[src/core/sdc_pkg.sv]
// constants and types for the control and address input decoder
package sdc_pkg;
	// pin and bus widths
	localparam int ADDR_W = 14; // row, column and opcode pins
	localparam int BA_W = 2; // bank address pins
	localparam int DQ_W = 8; // data pins
	localparam int LANES = 1; // byte lanes, one mask each
	localparam int COL_W = 10; // column bits below the flag bit
	// field positions on the address pins
	localparam int AP_BIT = 10; // auto precharge / all banks
	localparam int EMR_RTT_LO = 2; // termination value, low bit
	localparam int EMR_RTT_HI = 6; // termination value, high bit
	localparam int EMR_RDQS = 11; // mask pin becomes read strobe
	// bank codes that pick a mode register
	localparam logic [1:0] BA_MR = 2'h0; // main mode register
	localparam logic [1:0] BA_EMR1 = 2'h1; // first extended register
	// data beats in one burst, one beat per clock here
	localparam logic [2:0] BURST_BEATS = 3'h4;
	localparam logic [2:0] BURST_NONE = 3'h0;
	localparam logic [2:0] BURST_LAST = 3'h1;
	// power states, gray coded along power-down entry and exit; self refresh entry and exit flip both bits
	typedef enum logic [1:0] {
		PWR_ACTIVE = 2'h0,
		PWR_PRE_PD = 2'h1,
		PWR_SELF = 2'h3,
		PWR_ACT_PD = 2'h2
	} sdc_pwr_t;
	// decoded commands
	typedef enum logic [2:0] {
		CMD_NOP = 3'h0,
		CMD_ACT = 3'h1,
		CMD_RD = 3'h2,
		CMD_WR = 3'h3,
		CMD_PRE = 3'h4,
		CMD_REF = 3'h5,
		CMD_MRS = 3'h6,
		CMD_DESEL = 3'h7
	} sdc_cmd_t;
endpackage

[src/core/sdc_decode.sv]
// control and address input decoder of the memory device
// How it works
// all inputs captured on the clock rise
// low clock enable stops buffers and drivers
// idle banks pick precharge or self refresh
// self refresh exit seen through a synchroniser
// controller keeps clock enable high in bursts
// power-down keeps only clock, termination, enable
// self refresh keeps only the enable buffer
// high chip select masks the command
// command from select and three strobes together
// termination on data, strobes and masks
// termination off in mode register ignores pin
// high mask discards that write beat
// x8 mask pin may become read strobe
// bank pins pick bank or mode register
// precharge closes one bank or all
// row on activate, column on read/write
// mode set takes address pins as opcode
// device drives data only while reading
`timescale 1ns/1ps
module sdc_decode #(
	parameter int ADDR_W = sdc_pkg::ADDR_W,
	parameter int BA_W = sdc_pkg::BA_W,
	parameter int DQ_W = sdc_pkg::DQ_W,
	parameter int LANES = sdc_pkg::LANES,
	parameter int COL_W = sdc_pkg::COL_W,
	parameter bit IS_X8 = 1'b1
) (
	input logic CLK,
	input logic RST_B,
	input logic CLK_EN,
	input logic CKE,
	input logic CS_B,
	input logic RAS_B,
	input logic CAS_B,
	input logic WE_B,
	input logic ODT,
	input logic [BA_W-1:0] BA,
	input logic [ADDR_W-1:0] ADDR,
	input logic [LANES-1:0] DM,
	input logic [DQ_W-1:0] DQ_IN,
	input logic [DQ_W-1:0] RD_DATA,
	output logic [DQ_W-1:0] DQ_OUT,
	output logic DQ_OE,
	output logic CMD_VALID,
	output sdc_pkg::sdc_cmd_t CMD_CODE,
	output logic [BA_W-1:0] CMD_BANK,
	output logic [ADDR_W-1:0] CMD_ROW,
	output logic [COL_W-1:0] CMD_COL,
	output logic [ADDR_W-1:0] CMD_OPCODE,
	output logic CMD_AUTO_PRE,
	output logic CMD_ALL_BANKS,
	output logic [(1<<BA_W)-1:0] BANK_OPEN,
	output logic [DQ_W-1:0] WR_DATA,
	output logic WR_BEAT,
	output logic [LANES-1:0] WR_LANE_EN,
	output sdc_pkg::sdc_pwr_t PWR_STATE,
	output logic CLK_BUF_ON,
	output logic CMD_BUF_ON,
	output logic ODT_BUF_ON,
	output logic DRV_ON,
	output logic TERM_ON,
	output logic DM_AS_RDQS
);
	localparam int BANKS = 1 << BA_W;

	// parameters the logic cannot serve
	if (COL_W > sdc_pkg::AP_BIT || ADDR_W <= sdc_pkg::EMR_RDQS ||
		BA_W < 2 || LANES < 1 || DQ_W % LANES != 0) begin : g_bad
		$error("sdc_decode: unsupported parameters");
	end

	// command from select and the three strobes
	function automatic sdc_pkg::sdc_cmd_t decode(input logic [3:0] p);
		case (p)
			4'h3: decode = sdc_pkg::CMD_ACT;
			4'h5: decode = sdc_pkg::CMD_RD;
			4'h4: decode = sdc_pkg::CMD_WR;
			4'h2: decode = sdc_pkg::CMD_PRE;
			4'h1: decode = sdc_pkg::CMD_REF;
			4'h0: decode = sdc_pkg::CMD_MRS;
			4'h7: decode = sdc_pkg::CMD_NOP;
			default: decode = sdc_pkg::CMD_DESEL;
		endcase
	endfunction

	// captured pins
	logic r_cke, r_cs_b, r_ras_b, r_cas_b, r_we_b, r_odt;
	logic next_cke, next_cs_b, next_ras_b, next_cas_b, next_we_b;
	logic next_odt;
	logic [BA_W-1:0] r_ba, next_ba;
	logic [ADDR_W-1:0] r_addr, next_addr;
	logic [LANES-1:0] r_dm, next_dm;
	logic [DQ_W-1:0] r_dq, next_dq;
	logic cke_s1, cke_s2, next_cke_s1, next_cke_s2; // exit synchroniser

	// input capture, gated by which buffers are powered
	always_comb begin
		next_cke = CKE;
		next_cke_s1 = CKE;
		next_cke_s2 = cke_s1;
		next_odt = ODT_BUF_ON ? ODT : r_odt;
		next_dq = DQ_IN;
		next_dm = DM;
		if (CMD_BUF_ON) begin
			next_cs_b = CS_B;
			next_ras_b = RAS_B;
			next_cas_b = CAS_B;
			next_we_b = WE_B;
			next_ba = BA;
			next_addr = ADDR;
		end else begin
			next_cs_b = 1'b1; // buffers off read as deselect
			next_ras_b = r_ras_b;
			next_cas_b = r_cas_b;
			next_we_b = r_we_b;
			next_ba = r_ba;
			next_addr = r_addr;
		end
	end

	// input registers
	always_ff @(posedge CLK or negedge RST_B) begin
		if (!RST_B) begin
			r_cke <= 1'b1; // awake after reset, no false power-down
			cke_s1 <= 1'b0;
			cke_s2 <= 1'b0;
			r_cs_b <= 1'b1;
			r_ras_b <= 1'b1;
			r_cas_b <= 1'b1;
			r_we_b <= 1'b1;
			r_odt <= 1'b0;
			r_ba <= '0;
			r_addr <= '0;
			r_dm <= '0;
			r_dq <= '0;
		end else if (CLK_EN) begin
			r_cke <= next_cke;
			cke_s1 <= next_cke_s1;
			cke_s2 <= next_cke_s2;
			r_cs_b <= next_cs_b;
			r_ras_b <= next_ras_b;
			r_cas_b <= next_cas_b;
			r_we_b <= next_we_b;
			r_odt <= next_odt;
			r_ba <= next_ba;
			r_addr <= next_addr;
			r_dm <= next_dm;
			r_dq <= next_dq;
		end
	end

	// decoded command of the captured cycle
	sdc_pkg::sdc_cmd_t cmd;
	logic exec; // device awake and enabled
	assign cmd = decode({r_cs_b, r_ras_b, r_cas_b, r_we_b});
	assign exec = (PWR_STATE == sdc_pkg::PWR_ACTIVE) && r_cke;

	// power state and buffer enables
	sdc_pkg::sdc_pwr_t next_pwr;
	logic next_clk_buf, next_cmd_buf, next_odt_buf, next_drv;
	always_comb begin
		next_pwr = PWR_STATE;
		case (PWR_STATE)
			sdc_pkg::PWR_ACTIVE: begin
				if (!r_cke) begin
					if (cmd == sdc_pkg::CMD_REF) begin
						next_pwr = sdc_pkg::PWR_SELF;
					end else if (|BANK_OPEN) begin
						next_pwr = sdc_pkg::PWR_ACT_PD;
					end else begin
						next_pwr = sdc_pkg::PWR_PRE_PD;
					end
				end
			end
			sdc_pkg::PWR_PRE_PD, sdc_pkg::PWR_ACT_PD: begin
				if (r_cke) begin // clocked exit
					next_pwr = sdc_pkg::PWR_ACTIVE;
				end
			end
			sdc_pkg::PWR_SELF: begin
				if (cke_s2) begin // asynchronous exit
					next_pwr = sdc_pkg::PWR_ACTIVE;
				end
			end
			default: next_pwr = sdc_pkg::PWR_ACTIVE;
		endcase
		next_cmd_buf = next_pwr == sdc_pkg::PWR_ACTIVE;
		next_drv = next_cmd_buf && next_cke;
		next_clk_buf = next_pwr != sdc_pkg::PWR_SELF;
		next_odt_buf = next_clk_buf;
	end

	// power registers
	always_ff @(posedge CLK or negedge RST_B) begin
		if (!RST_B) begin
			PWR_STATE <= sdc_pkg::PWR_ACTIVE;
			CLK_BUF_ON <= 1'b1;
			CMD_BUF_ON <= 1'b1;
			ODT_BUF_ON <= 1'b1;
			DRV_ON <= 1'b0;
		end else if (CLK_EN) begin
			PWR_STATE <= next_pwr;
			CLK_BUF_ON <= next_clk_buf;
			CMD_BUF_ON <= next_cmd_buf;
			ODT_BUF_ON <= next_odt_buf;
			DRV_ON <= next_drv;
		end
	end

	// command, bank and burst state
	logic rtt_en, next_rtt_en; // termination enabled in mode register
	logic [2:0] burst_left, next_burst_left;
	logic burst_wr, next_burst_wr;
	logic burst_ap, next_burst_ap;
	logic [BA_W-1:0] burst_bank, next_burst_bank;
	logic next_valid, next_ap, next_all, next_beat, next_oe, next_rdqs;
	logic next_term;
	sdc_pkg::sdc_cmd_t next_code;
	logic [BA_W-1:0] next_bank;
	logic [ADDR_W-1:0] next_row, next_op;
	logic [COL_W-1:0] next_col;
	logic [BANKS-1:0] next_open;
	logic [DQ_W-1:0] next_wdata, next_dout;
	logic [LANES-1:0] next_lane;
	always_comb begin
		next_valid = 1'b0;
		next_code = CMD_CODE;
		next_bank = CMD_BANK;
		next_row = CMD_ROW;
		next_col = CMD_COL;
		next_op = CMD_OPCODE;
		next_ap = CMD_AUTO_PRE;
		next_all = CMD_ALL_BANKS;
		next_open = BANK_OPEN;
		next_rtt_en = rtt_en;
		next_rdqs = DM_AS_RDQS;
		next_burst_left = burst_left;
		next_burst_wr = burst_wr;
		next_burst_ap = burst_ap;
		next_burst_bank = burst_bank;
		next_beat = 1'b0;
		next_wdata = WR_DATA;
		next_lane = WR_LANE_EN;
		next_oe = 1'b0;
		next_dout = DQ_OUT;
		// burst beats in progress
		if (burst_left != sdc_pkg::BURST_NONE) begin
			next_burst_left = burst_left - sdc_pkg::BURST_LAST;
			if (burst_wr) begin
				next_beat = 1'b1;
				next_wdata = r_dq;
				// masking is off while the pin is a strobe
				next_lane = DM_AS_RDQS ? '1 : ~r_dm;
			end else begin
				next_oe = DRV_ON && r_cke;
				next_dout = RD_DATA;
			end
			if (burst_left == sdc_pkg::BURST_LAST && burst_ap) begin
				next_open[burst_bank] = 1'b0;
			end
		end
		// new command, masked by chip select
		if (exec && cmd != sdc_pkg::CMD_DESEL &&
			cmd != sdc_pkg::CMD_NOP) begin
			next_valid = 1'b1;
			next_code = cmd;
			next_bank = r_ba;
			case (cmd)
				sdc_pkg::CMD_ACT: begin
					next_row = r_addr;
					next_open[r_ba] = 1'b1;
				end
				sdc_pkg::CMD_RD, sdc_pkg::CMD_WR: begin
					next_col = r_addr[COL_W-1:0];
					next_ap = r_addr[sdc_pkg::AP_BIT];
					next_burst_left = sdc_pkg::BURST_BEATS;
					next_burst_wr = cmd == sdc_pkg::CMD_WR;
					next_burst_ap = r_addr[sdc_pkg::AP_BIT];
					next_burst_bank = r_ba;
				end
				sdc_pkg::CMD_PRE: begin
					next_all = r_addr[sdc_pkg::AP_BIT];
					if (next_all) begin
						next_open = '0;
					end else begin
						next_open[r_ba] = 1'b0;
					end
				end
				sdc_pkg::CMD_MRS: begin
					next_op = r_addr;
					if (r_ba[1:0] == sdc_pkg::BA_EMR1) begin
						next_rtt_en = r_addr[sdc_pkg::EMR_RTT_LO] |
							r_addr[sdc_pkg::EMR_RTT_HI];
						next_rdqs = IS_X8 &&
							r_addr[sdc_pkg::EMR_RDQS];
					end
				end
				default: begin
					next_valid = 1'b1; // refresh passes through
				end
			endcase
		end
		// pin honoured only with termination enabled
		next_term = r_odt && next_rtt_en && ODT_BUF_ON;
	end

	// command and data registers
	always_ff @(posedge CLK or negedge RST_B) begin
		if (!RST_B) begin
			CMD_VALID <= 1'b0;
			CMD_CODE <= sdc_pkg::CMD_NOP;
			CMD_BANK <= '0;
			CMD_ROW <= '0;
			CMD_COL <= '0;
			CMD_OPCODE <= '0;
			CMD_AUTO_PRE <= 1'b0;
			CMD_ALL_BANKS <= 1'b0;
			BANK_OPEN <= '0;
			rtt_en <= 1'b0;
			DM_AS_RDQS <= 1'b0;
			TERM_ON <= 1'b0;
			burst_left <= sdc_pkg::BURST_NONE;
			burst_wr <= 1'b0;
			burst_ap <= 1'b0;
			burst_bank <= '0;
			WR_BEAT <= 1'b0;
			WR_DATA <= '0;
			WR_LANE_EN <= '0;
			DQ_OE <= 1'b0;
			DQ_OUT <= '0;
		end else if (CLK_EN) begin
			CMD_VALID <= next_valid;
			CMD_CODE <= next_code;
			CMD_BANK <= next_bank;
			CMD_ROW <= next_row;
			CMD_COL <= next_col;
			CMD_OPCODE <= next_op;
			CMD_AUTO_PRE <= next_ap;
			CMD_ALL_BANKS <= next_all;
			BANK_OPEN <= next_open;
			rtt_en <= next_rtt_en;
			DM_AS_RDQS <= next_rdqs;
			TERM_ON <= next_term;
			burst_left <= next_burst_left;
			burst_wr <= next_burst_wr;
			burst_ap <= next_burst_ap;
			burst_bank <= next_burst_bank;
			WR_BEAT <= next_beat;
			WR_DATA <= next_wdata;
			WR_LANE_EN <= next_lane;
			DQ_OE <= next_oe;
			DQ_OUT <= next_dout;
		end
	end
endmodule

[config.mk]
export PLATFORM = sky130hd
export DESIGN_NAME = sdc_decode
export DESIGN_NICKNAME = d
export VERILOG_FILES = /design/src/core/sdc_pkg.sv /design/src/core/sdc_decode.sv
export SDC_FILE = /design/constraint.sdc
export NUM_CORES = 1
export LEC_CHECK = 0
export BUFFER_PORTS_ARGS = -buffer_cell sky130_fd_sc_hd__buf_2
export CELL_PAD_IN_SITES_DETAIL_PLACEMENT = 1
export CELL_PAD_IN_SITES_GLOBAL_PLACEMENT = 2
export CORE_UTILIZATION = 39
export CTS_CLUSTER_DIAMETER = 50
export CTS_CLUSTER_SIZE = 8
export DETAILED_ROUTE_END_ITERATION = 10
export PLACE_DENSITY_LB_ADDON = 0.25
export SETUP_SLACK_MARGIN = 0.05
export SLEW_MARGIN = 25
export SYNTH_ARGS = -nofsm -noshare
export SYNTH_HDL_FRONTEND = slang
export SYNTH_SLANG_ARGS = --single-unit
[constraint.sdc]
create_clock -name CLK -period 3.5 [get_ports CLK]
set_input_delay 0.7 -clock CLK [delete_from_list [all_inputs] [get_ports CLK]]
set_output_delay 0.7 -clock CLK [all_outputs]
set_load 0.02 [all_outputs]
==> out/qor.csv, run 1 <==
metric,value,unit
Hold Buf Count CTS,0,
Critical Path Sink Type,flop,
Worst Reg-to-Reg Cells,5,
switching pwr,2.057,mW
HPWL after DPL,7886,um
CTS root buf,clkbuf_16,
Synth Net Count,384,
Sink Count,116,
Tightest Pin Transition,877.6,ps
Most used DFF post-synth,dfrtp_1,
num rows,40,
Clock Latency Late Sink,410,ps
Mapped Area,4852,um^2
clk_skew,6.682,ps
final hold vios,0,
Vias,3174,
largest net degree at the start of global routing,60,
sequential cell area fraction in the yosys report,60.01,%
register area,2912,um^2
"critical path, cell by cell","inv_1, ha_1, and4bb_4, and3_1, mux2_2",
"Design Area, Final",6178,um^2
"CP delay by family, top",simple AND/OR/NAND/NOR gates,
Ys Warns,0,
CP arrival,2580,ps
synthesized flop and latch total,116,
initial core utilization,40.23,%
CTS Buffer Depth,2,
DR vias/cell,4.936,
pwr dens,950.8,nW/um^2
layout cell share with drive strength beyond 1,54.11,%
slowest CP cell,and3_1,
fraction of registers with async set/reset,100.0,%
outcome,"complete, no violations",
RSZ-0062 raised after global routing,no,
crit start category,flop,
Comb pwr share,32.5,%
Critical Path RT,3800,ps
P_leak,3.077,nW
ANT nets after route,0,
Synth area leader,dfrtp_1,
fin. max-slew vios,0,
Die H,113.5,um
htree depth,4,
Die X,113.5,um
max_cap viols,0,
pre-CTS setup slack,1148,ps
reg-to-reg startpoint,PWR_STATE[0]$_DFFE_PN0P_,
Final Setup Violations,0,
CP Buf/Inv Count,1,
1st-iter DRT viols,110,
CP peak stage delay,670,ps
Routed WL per cell,17.80,um
relative slew slack,41.49,%
sequential share of power,39.3,%
Multi-input gate area,1793,um^2
Worst VDD drop,0.0004803,V
ANT cells,0,
f_max,437.4,MHz
total die area,12890,um^2
Post-Syn Area per Cell,14.44,um^2
R2R Setup Slk,1210,ps
Synth top area share,56.21,%
synth unique cells,53,
most frequent cell after synthesis,dfrtp_1,
CTS buffer count,17,
Boundary Pins,119,
Gate Count Post-Synth,336,
TritonCTS clock tree,done,
Internal,3.817,mW
Layout Area Growth over Synthesis,27.33,%
core area,12060,um^2
gr ovfl total,0,
Fillers,1246,
post_cts resized,0,
first-pass GRT wire length,19250,um
TritonRoute pass-1 iters,4,
switching portion of total power,35.02,%
Nets,510,
Area after DPL,5607,um^2
power share of the clock group,28.2,%
Final min period,2286,ps
port bufs,118,
setup TNS,0,ps
Hold Path Class,in2async,
crit path kind,reg2reg,
most common library cells after synthesis,"dfrtp_1, mux2_2, inv_1",
Setup WS post-layout,1214,ps
Placer Congestion,0.7812,
DRC errors left,0,
"Reg clk slew, reported paths",50,ps
number of synthesized flops with an enable pin,0,
vias in the first global route,3604,
final WL,11450,um
r2r endpoint,CMD_ROW[11]$_DFFE_PN0P_,
final worst path period share,65.33,%
worst-path maximum fanout,15,
GRT Overall Usage,20.04,%
postcts setup bufs,0,
initial antenna violation count,0,
synth top area cells,"dfrtp_1, mux2_2, dfstp_2, mux2_4, ha_1",
## sequential cells by signal, summed over array words and instances, names as in the netlist, 3 cells and up
signal      cells
CMD_COL        10
r_dq            8
CMD_OPCODE     14
CMD_ROW        14
CMD_CODE        3
burst_left      3
r_addr         14
DQ_OUT          8
WR_DATA         8
BANK_OPEN       4
## how the worst max path moves through the flow
stage	start	cells past startpoint	slack [ps]	to
global placement	CLK_EN	4	1210	CMD_ROW[13]$_DFFE_PN0P_
global route	PWR_STATE[0]$_DFFE_PN0P_	5	1050	CMD_ROW[11]$_DFFE_PN0P_
detailed placement	CLK_EN	4	1150	CMD_OPCODE[13]$_DFFE_PN0P_
finish	PWR_STATE[0]$_DFFE_PN0P_	5	1210	CMD_ROW[11]$_DFFE_PN0P_
floorplan	CLK_EN	5	1500	CMD_COL[6]$_DFFE_PN0P_
CTS	PWR_STATE[0]$_DFFE_PN0P_	5	1190	CMD_ROW[10]$_DFFE_PN0P_
## power groups by stage
stage | registers (mW) | logic, mW | clock network (mW)
2_1_floorplan | 2.64 | 0.892 | 0
3_3_place_gp | 2.30 | 1.89 | 0
3_5_place_dp | 2.33 | 1.93 | 0
4_1_cts | 2.32 | 1.94 | 1.70
5_1_grt | 2.40 | 2.08 | 1.76
6_report | 2.31 | 1.91 | 1.66
## cell type report
cell class / count / share of cell area [%]
Tap cell: 168 / 3.402
Clock buffer: 28 / 8.526
Multi-Input combinational cell: 191 / 29.02
Clock inverter: 4 / 0.7290
Timing Repair Buffer: 123 / 10.41
Sequential cell: 116 / 47.12
Inverter: 13 / 0.7898
## cells by family after synthesis
| group | Yosys count | synth area share [%] |
|---|---|---|
| AO/OA/AOI/OAI | 36 | 5.080 |
| XOR/XNOR | 1 | 0.1805 |
| adder cells (fa/ha/maj) | 6 | 1.547 |
| buffers and inverters | 29 | 3.043 |
| flip-flops | 116 | 60.01 |
| multiplexers | 95 | 22.56 |
| AND/OR/NAND/NOR | 53 | 7.582 |
## per-layer routing
| metal | GRT usage [%] | wire [um] |
|---|---|---|
| met1 | 25.51 | 5117 |
| met2 | 31.14 | 5531 |
| met3 | 7.439 | 654 |
| met4 | 7.632 | 142 |
| met5 | 0 | 0 |
## worst register-to-register path: stages (launching register included)
cell and delay [ps]:
dfrtp_1 420, inv_1 100, ha_1 250, and4bb_4 300, and3_1 670, mux2_2 420
## layout by cell type (no fill, tap or decap), types with 2 or more instances in the layout
cell type  count
nand4_1        3
clkbuf_16     17
a21oi_1        5
clkbuf_1       5
mux2_4         7
inv_1         12
nand3_1        2
nor2b_1        2
clkbuf_8       6
nand2_1        6
and3_1         2
buf_4          5
nor2_1         7
or4_1          2
nand2b_1       7
dfstp_2        7
nand3b_1       3
buf_2        117
or3_1          2
ha_1           6
a32o_1         2
nor3_1         4
mux2_2        86
a22oi_1        4
a32oi_1        2
clkinv_2       3
a21o_1         3
dfrtp_1      109
o21ai_0       11
## stage by stage
step	hold slack, ps	total power [mW]	std cells	utilization, %
floorplan	404.4	3.534	336	-
global placement	470.7	4.191	611	46.48
detailed placement	489.7	4.259	611	46.48
CTS	387.6	5.964	643	51.22
global route	420.8	6.244	643	51.22
finish	370.6	5.875	643	51.22
No activity file was read; power rests on OpenSTA's default activity.
==> run 2, diff against run 1 <==
CORE_UTILIZATION = 32   (was 39)
clock period = 1.9 ns   (was 3.5 ns; I/O delays follow)
==> run 2 against run 1 <==
Net effect: the run now ends with hold timing left; clock power is 110% higher; non-clock buffer count is 18 higher; critical path depth is 1 higher; die area is 21% higher.
==> out/qor.csv, run 2 (synthesis gave the netlist of run 1 again) <==
metric,value,unit
"Reg clk slew, reported paths",50,ps
TritonRoute pass-1 iters,8,
Comb pwr share,33.0,%
clk_skew,7.015,ps
Vias,3276,
Fin Hold WS,-10.83,ps
core area,14640,um^2
switching pwr,3.818,mW
"commonest cells after routing, fill and taps aside","buf_2, dfrtp_1, mux2_2",
ANT cells,0,
port bufs,118,
relative slew slack,56.40,%
total die area,15660,um^2
htree depth,4,
Hold Buf Count CTS,0,
Hold Path Class,in2async,
P_leak,3.209,nW
CTS buffer count,17,
final WL,11310,um
Boundary Pins,119,
first-pass GRT wire length,19140,um
outcome,finished with violations,
layout cell share with drive strength beyond 1,58.22,%
vias in the first global route,3514,
gr busiest metal,met2,
Final min period,1781,ps
DR vias/cell,4.839,
met2 usage,24.52,%
Power Total,11.37,mW
Final Setup Violations,0,
gr ovfl total,0,
Critical Path Sink Type,flop,
Tightest Pin Transition,644.9,ps
ANT nets after route,0,
largest net degree at the start of global routing,84,
biggest regs,"CMD_OPCODE (14), CMD_ROW (14), r_addr (14)",
Placer Congestion,0.7370,
Nets,528,
"commonest non-fill, non-tap cell in the layout",buf_2,
GR met1 Demand/Resource,20.28,%
HPWL after DPL,7972,um
Area after DPL,5787,um^2
Routed WL per cell,16.70,um
DRC errors left,0,
Die H,125.1,um
power share of the clock group,30.3,%
f_max,561.6,MHz
num rows,44,
CTS root buf,clkbuf_16,
switching portion of total power,33.59,%
"Design Area, Final",6461,um^2
Layout Area Growth over Synthesis,33.16,%
crit start category,flop,
Sink Count,116,
Clock Latency Late Sink,410,ps
fin. max-slew vios,0,
pwr dens,1759,nW/um^2
initial antenna violation count,0,
1st-iter DRT viols,136,
Worst VDD drop,0.0006475,V
final hold vios,4,
TritonCTS clock tree,done,
sequential share of power,36.7,%
worst-path maximum fanout,15,
CP arrival,2080,ps
failing checks,hold timing,
final worst path period share,93.71,%
Critical Path RT,2200,ps
Util after Layout,44.12,%
CTS Buffer Depth,2,
RSZ-0062 raised after global routing,no,
initial core utilization,33.13,%
met3 usage,5.563,%
Die X,125.1,um
max_cap viols,0,
Internal,7.547,mW
crit path kind,reg2reg,
GRT Overall Usage,15.89,%
run 2: through the flow:
step / setup slack (ps) / cells / setup TNS [ps]
after global routing: 50.63 / 677 / 0
after CTS: 54.84 / 675 / 0
after global placement: 48.19 / 643 / 0
after detailed placement: -58.97 / 643 / -466.4
after floorplan: 51.14 / 336 / 0
final: 119.5 / 677 / 0
run 2: layer usage:
layer  share of wire, %  wire [um]
met5                  0          0
met3                6.1        688
met4                1.6        180
met1                 45       5081
met2                 47       5359
run 2: layout make-up:
class                   count  area (um^2)
repair buffers            141        803.3
clock inverters             9        147.6
fillers                  1538         8183
inverters                  13        48.80
clock buffers              23        498.0
well taps                 184        230.2
flip-flops and latches    116         2914
multi-input cells         191         1819
run 2: path summary, 6_finish.rpt:
path                                               start                     end  slack, ps  cells after the start
worst max-delay path            PWR_STATE[1]$_DFFE_PN0P_  CMD_ROW[9]$_DFFE_PN0P_        120                      6
worst min-delay path                               RST_B   DQ_OUT[1]$_DFFE_PN0P_        -10                      2
worst max register to register  PWR_STATE[1]$_DFFE_PN0P_  CMD_ROW[9]$_DFFE_PN0P_        120                      6
worst min register to register     DQ_OUT[0]$_DFFE_PN0P_   DQ_OUT[0]$_DFFE_PN0P_        500                      1
max in group asynchronous                          RST_B     r_ras_b$_DFFE_PN1P_       1500                      2
min in group CLK                                 ADDR[5]   r_addr[5]$_DFFE_PN0P_        190                      2
run 2: power groups by stage:
stage,logic [mW],clock network (mW),registers [mW]
after floorplan,1.67,0,4.87
after global placement,3.67,0,4.18
after detailed placement,3.75,0,4.23
after CTS,3.76,3.56,4.20
after global routing,4.06,3.66,4.36
final,3.75,3.44,4.18
run 2: critical path, cell delays in order (launching register included):
cell	delay, ps
dfrtp_2	410
inv_2	80
ha_4	160
and4bb_4	280
and3_1	220
buf_12	170
mux2_2	340
run 2: repair_timing:
action                                  4_1_cts  5_1_grt
buffers inserted                              0        2
pin swaps                                     0        0
endpoints found under the setup margin       10       19
resized for setup                             2        4
==> run 3, diff against run 2 <==
CELL_PAD_IN_SITES_DETAIL_PLACEMENT = 0   (was 1)
==> run 3 against run 2 <==
Net effect: the run ends with DRC, hold timing left; sequential share of layout area is 0.64 points higher; non-clock buffer count decreased by 2; clock power shrank 11%; via count is 2.4% lower; power shrank 4.2%; count of clock-buffer cells in the layout increased by 1; wire length shrank 5.6%; critical path depth unchanged; sequential power is essentially flat.
==> out/qor.csv, run 3 (synthesis gave the netlist of run 1 again) <==
metric,value,unit
HPWL after DPL,7448,um
Boundary Pins,119,
outcome,finished with violations,
Fillers,1396,
Hold Path Class,in2async,
Clock Latency Late Sink,410,ps
crit path kind,reg2reg,
"commonest non-fill, non-tap cell in the layout",buf_2,
num rows,44,
core area,14640,um^2
pwr dens,1709,nW/um^2
port bufs,118,
Sink Count,116,
biggest regs,"CMD_OPCODE (14), CMD_ROW (14), r_addr (14)",
final WL,10680,um
1st-iter DRT viols,149,
clk_skew,9.195,ps
Util after Layout,43.51,%
Critical Path Sink Type,flop,
"Reg clk slew, reported paths",60,ps
Critical Path RT,2200,ps
"commonest cells after routing, fill and taps aside","buf_2, dfrtp_1, mux2_2",
RSZ-0062 raised after global routing,yes,
GRT Overall Usage,15.26,%
Routed WL per cell,15.82,um
Final Setup Violations,0,
DRC errors left,18,
Placer Congestion,0.7370,
Nets,526,
total die area,15660,um^2
initial antenna violation count,0,
failing checks,"DRC, hold timing",
CTS buffer count,17,
Fin Hold WS,-10.24,ps
initial core utilization,33.13,%
Die H,125.1,um
P_leak,3.155,nW
ANT nets after route,0,
gr ovfl total,0,
f_max,567.6,MHz
ANT cells,0,
CP arrival,2060,ps
Power Total,10.89,mW
vias in the first global route,3398,
pre-CTS setup slack,-6.665,ps
Vias,3199,
CTS Buffer Depth,2,
Layout Area Growth over Synthesis,31.30,%
first-pass GRT wire length,18370,um
max_cap viols,0,
largest net degree at the start of global routing,84,
crit path launch,PWR_STATE[1]$_DFFE_PN0P_,
Hold Buf Count CTS,0,
Setup WS post-layout,138.2,ps
final worst path period share,92.72,%
Tightest Pin Transition,617.5,ps
Die X,125.1,um
final hold vios,4,
worst-path maximum fanout,15,
Worst VDD drop,0.0008236,V
htree depth,4,
postcts setup bufs,0,
fin. max-slew vios,0,
CTS root buf,clkbuf_16,
reg-to-reg startpoint,PWR_STATE[1]$_DFFE_PN0P_,
TritonRoute pass-1 iters,7,
DR vias/cell,4.739,
layout cell share with drive strength beyond 1,57.43,%
Final min period,1762,ps
TritonCTS clock tree,done,
relative slew slack,58.25,%
crit start category,flop,
[run 3: cell count changes in the layout (fill, tap and decap cells not counted), sizes merged]
cell,change
clkinv,-1
bufinv,-3
clkinvlp,+3
buf,-2
clkbuf,+1
[run 3: worst paths after layout]
path                                             to  slack, ps  cells after the start
max reg2reg                  CMD_ROW[2]$_DFFE_PN0P_        140                      6
min in group CLK                r_ba[0]$_DFFE_PN0P_        190                      2
min reg2reg                     TERM_ON$_DFFE_PN0P_        480                      1
max in group asynchronous  PWR_STATE[1]$_DFFE_PN0P_       1520                      2
max                          CMD_ROW[2]$_DFFE_PN0P_        140                      6
min                            burst_wr$_DFFE_PN0P_        -10                      2
[run 3: worst max-delay path: stages, from the launching register on]
cell and delay (ps):
dfrtp_2 400, inv_2 80, ha_4 160, and4bb_4 280, and3_1 210, buf_12 170, mux2_2 340
[run 3: metrics by stage]
stage / instance area [um^2] / TNS (ps) / hold WS [ps] / cells
3_3_place_gp: 5787 / 0 / 465.3 / 643
6_report: 6371 / 0 / -10.24 / 675
2_1_floorplan: 4867 / 0 / 84.41 / 336
4_1_cts: 6366 / 0 / 25.31 / 675
5_1_grt: 6371 / 0 / 29.73 / 675
3_5_place_dp: 5787 / -20.09 / 468.2 / 643
[run 3: timing repair]
| item | CTS | global route |
|---|---|---|
| gates resized for setup | 1 | 3 |
| gates cloned | 0 | 0 |
| setup endpoints to repair | 9 | 11 |
[run 3: metal layers]
layer	global-route usage [%]	wire (um)
met1	19.87	4965
met2	22.58	4844
met3	6.205	727
met4	6.026	145
met5	0	0
[run 3: layout make-up]
cell class	count	area [um^2]	share of cell area (%)
flip-flops and latches	116	2914	45.74
multi-input cells	191	1813	28.46
repair buffers	139	788.3	12.37
clock buffers	24	501.7	7.875
well taps	184	230.2	3.614
clock inverters	8	75.07	1.178
inverters	13	48.80	0.7659
[run 3: power by group]
| part | total (mW) | switching (mW) | leakage (nW) | internal (mW) |
|---|---|---|---|---|
| combinational | 3.67 | 2.00 | 1.43 | 1.68 |
| clock | 3.05 | 1.09 | 0.274 | 1.96 |
| sequential | 4.16 | 0.685 | 1.45 | 3.48 |
| total | 10.9 | 3.77 | 3.16 | 7.12 |
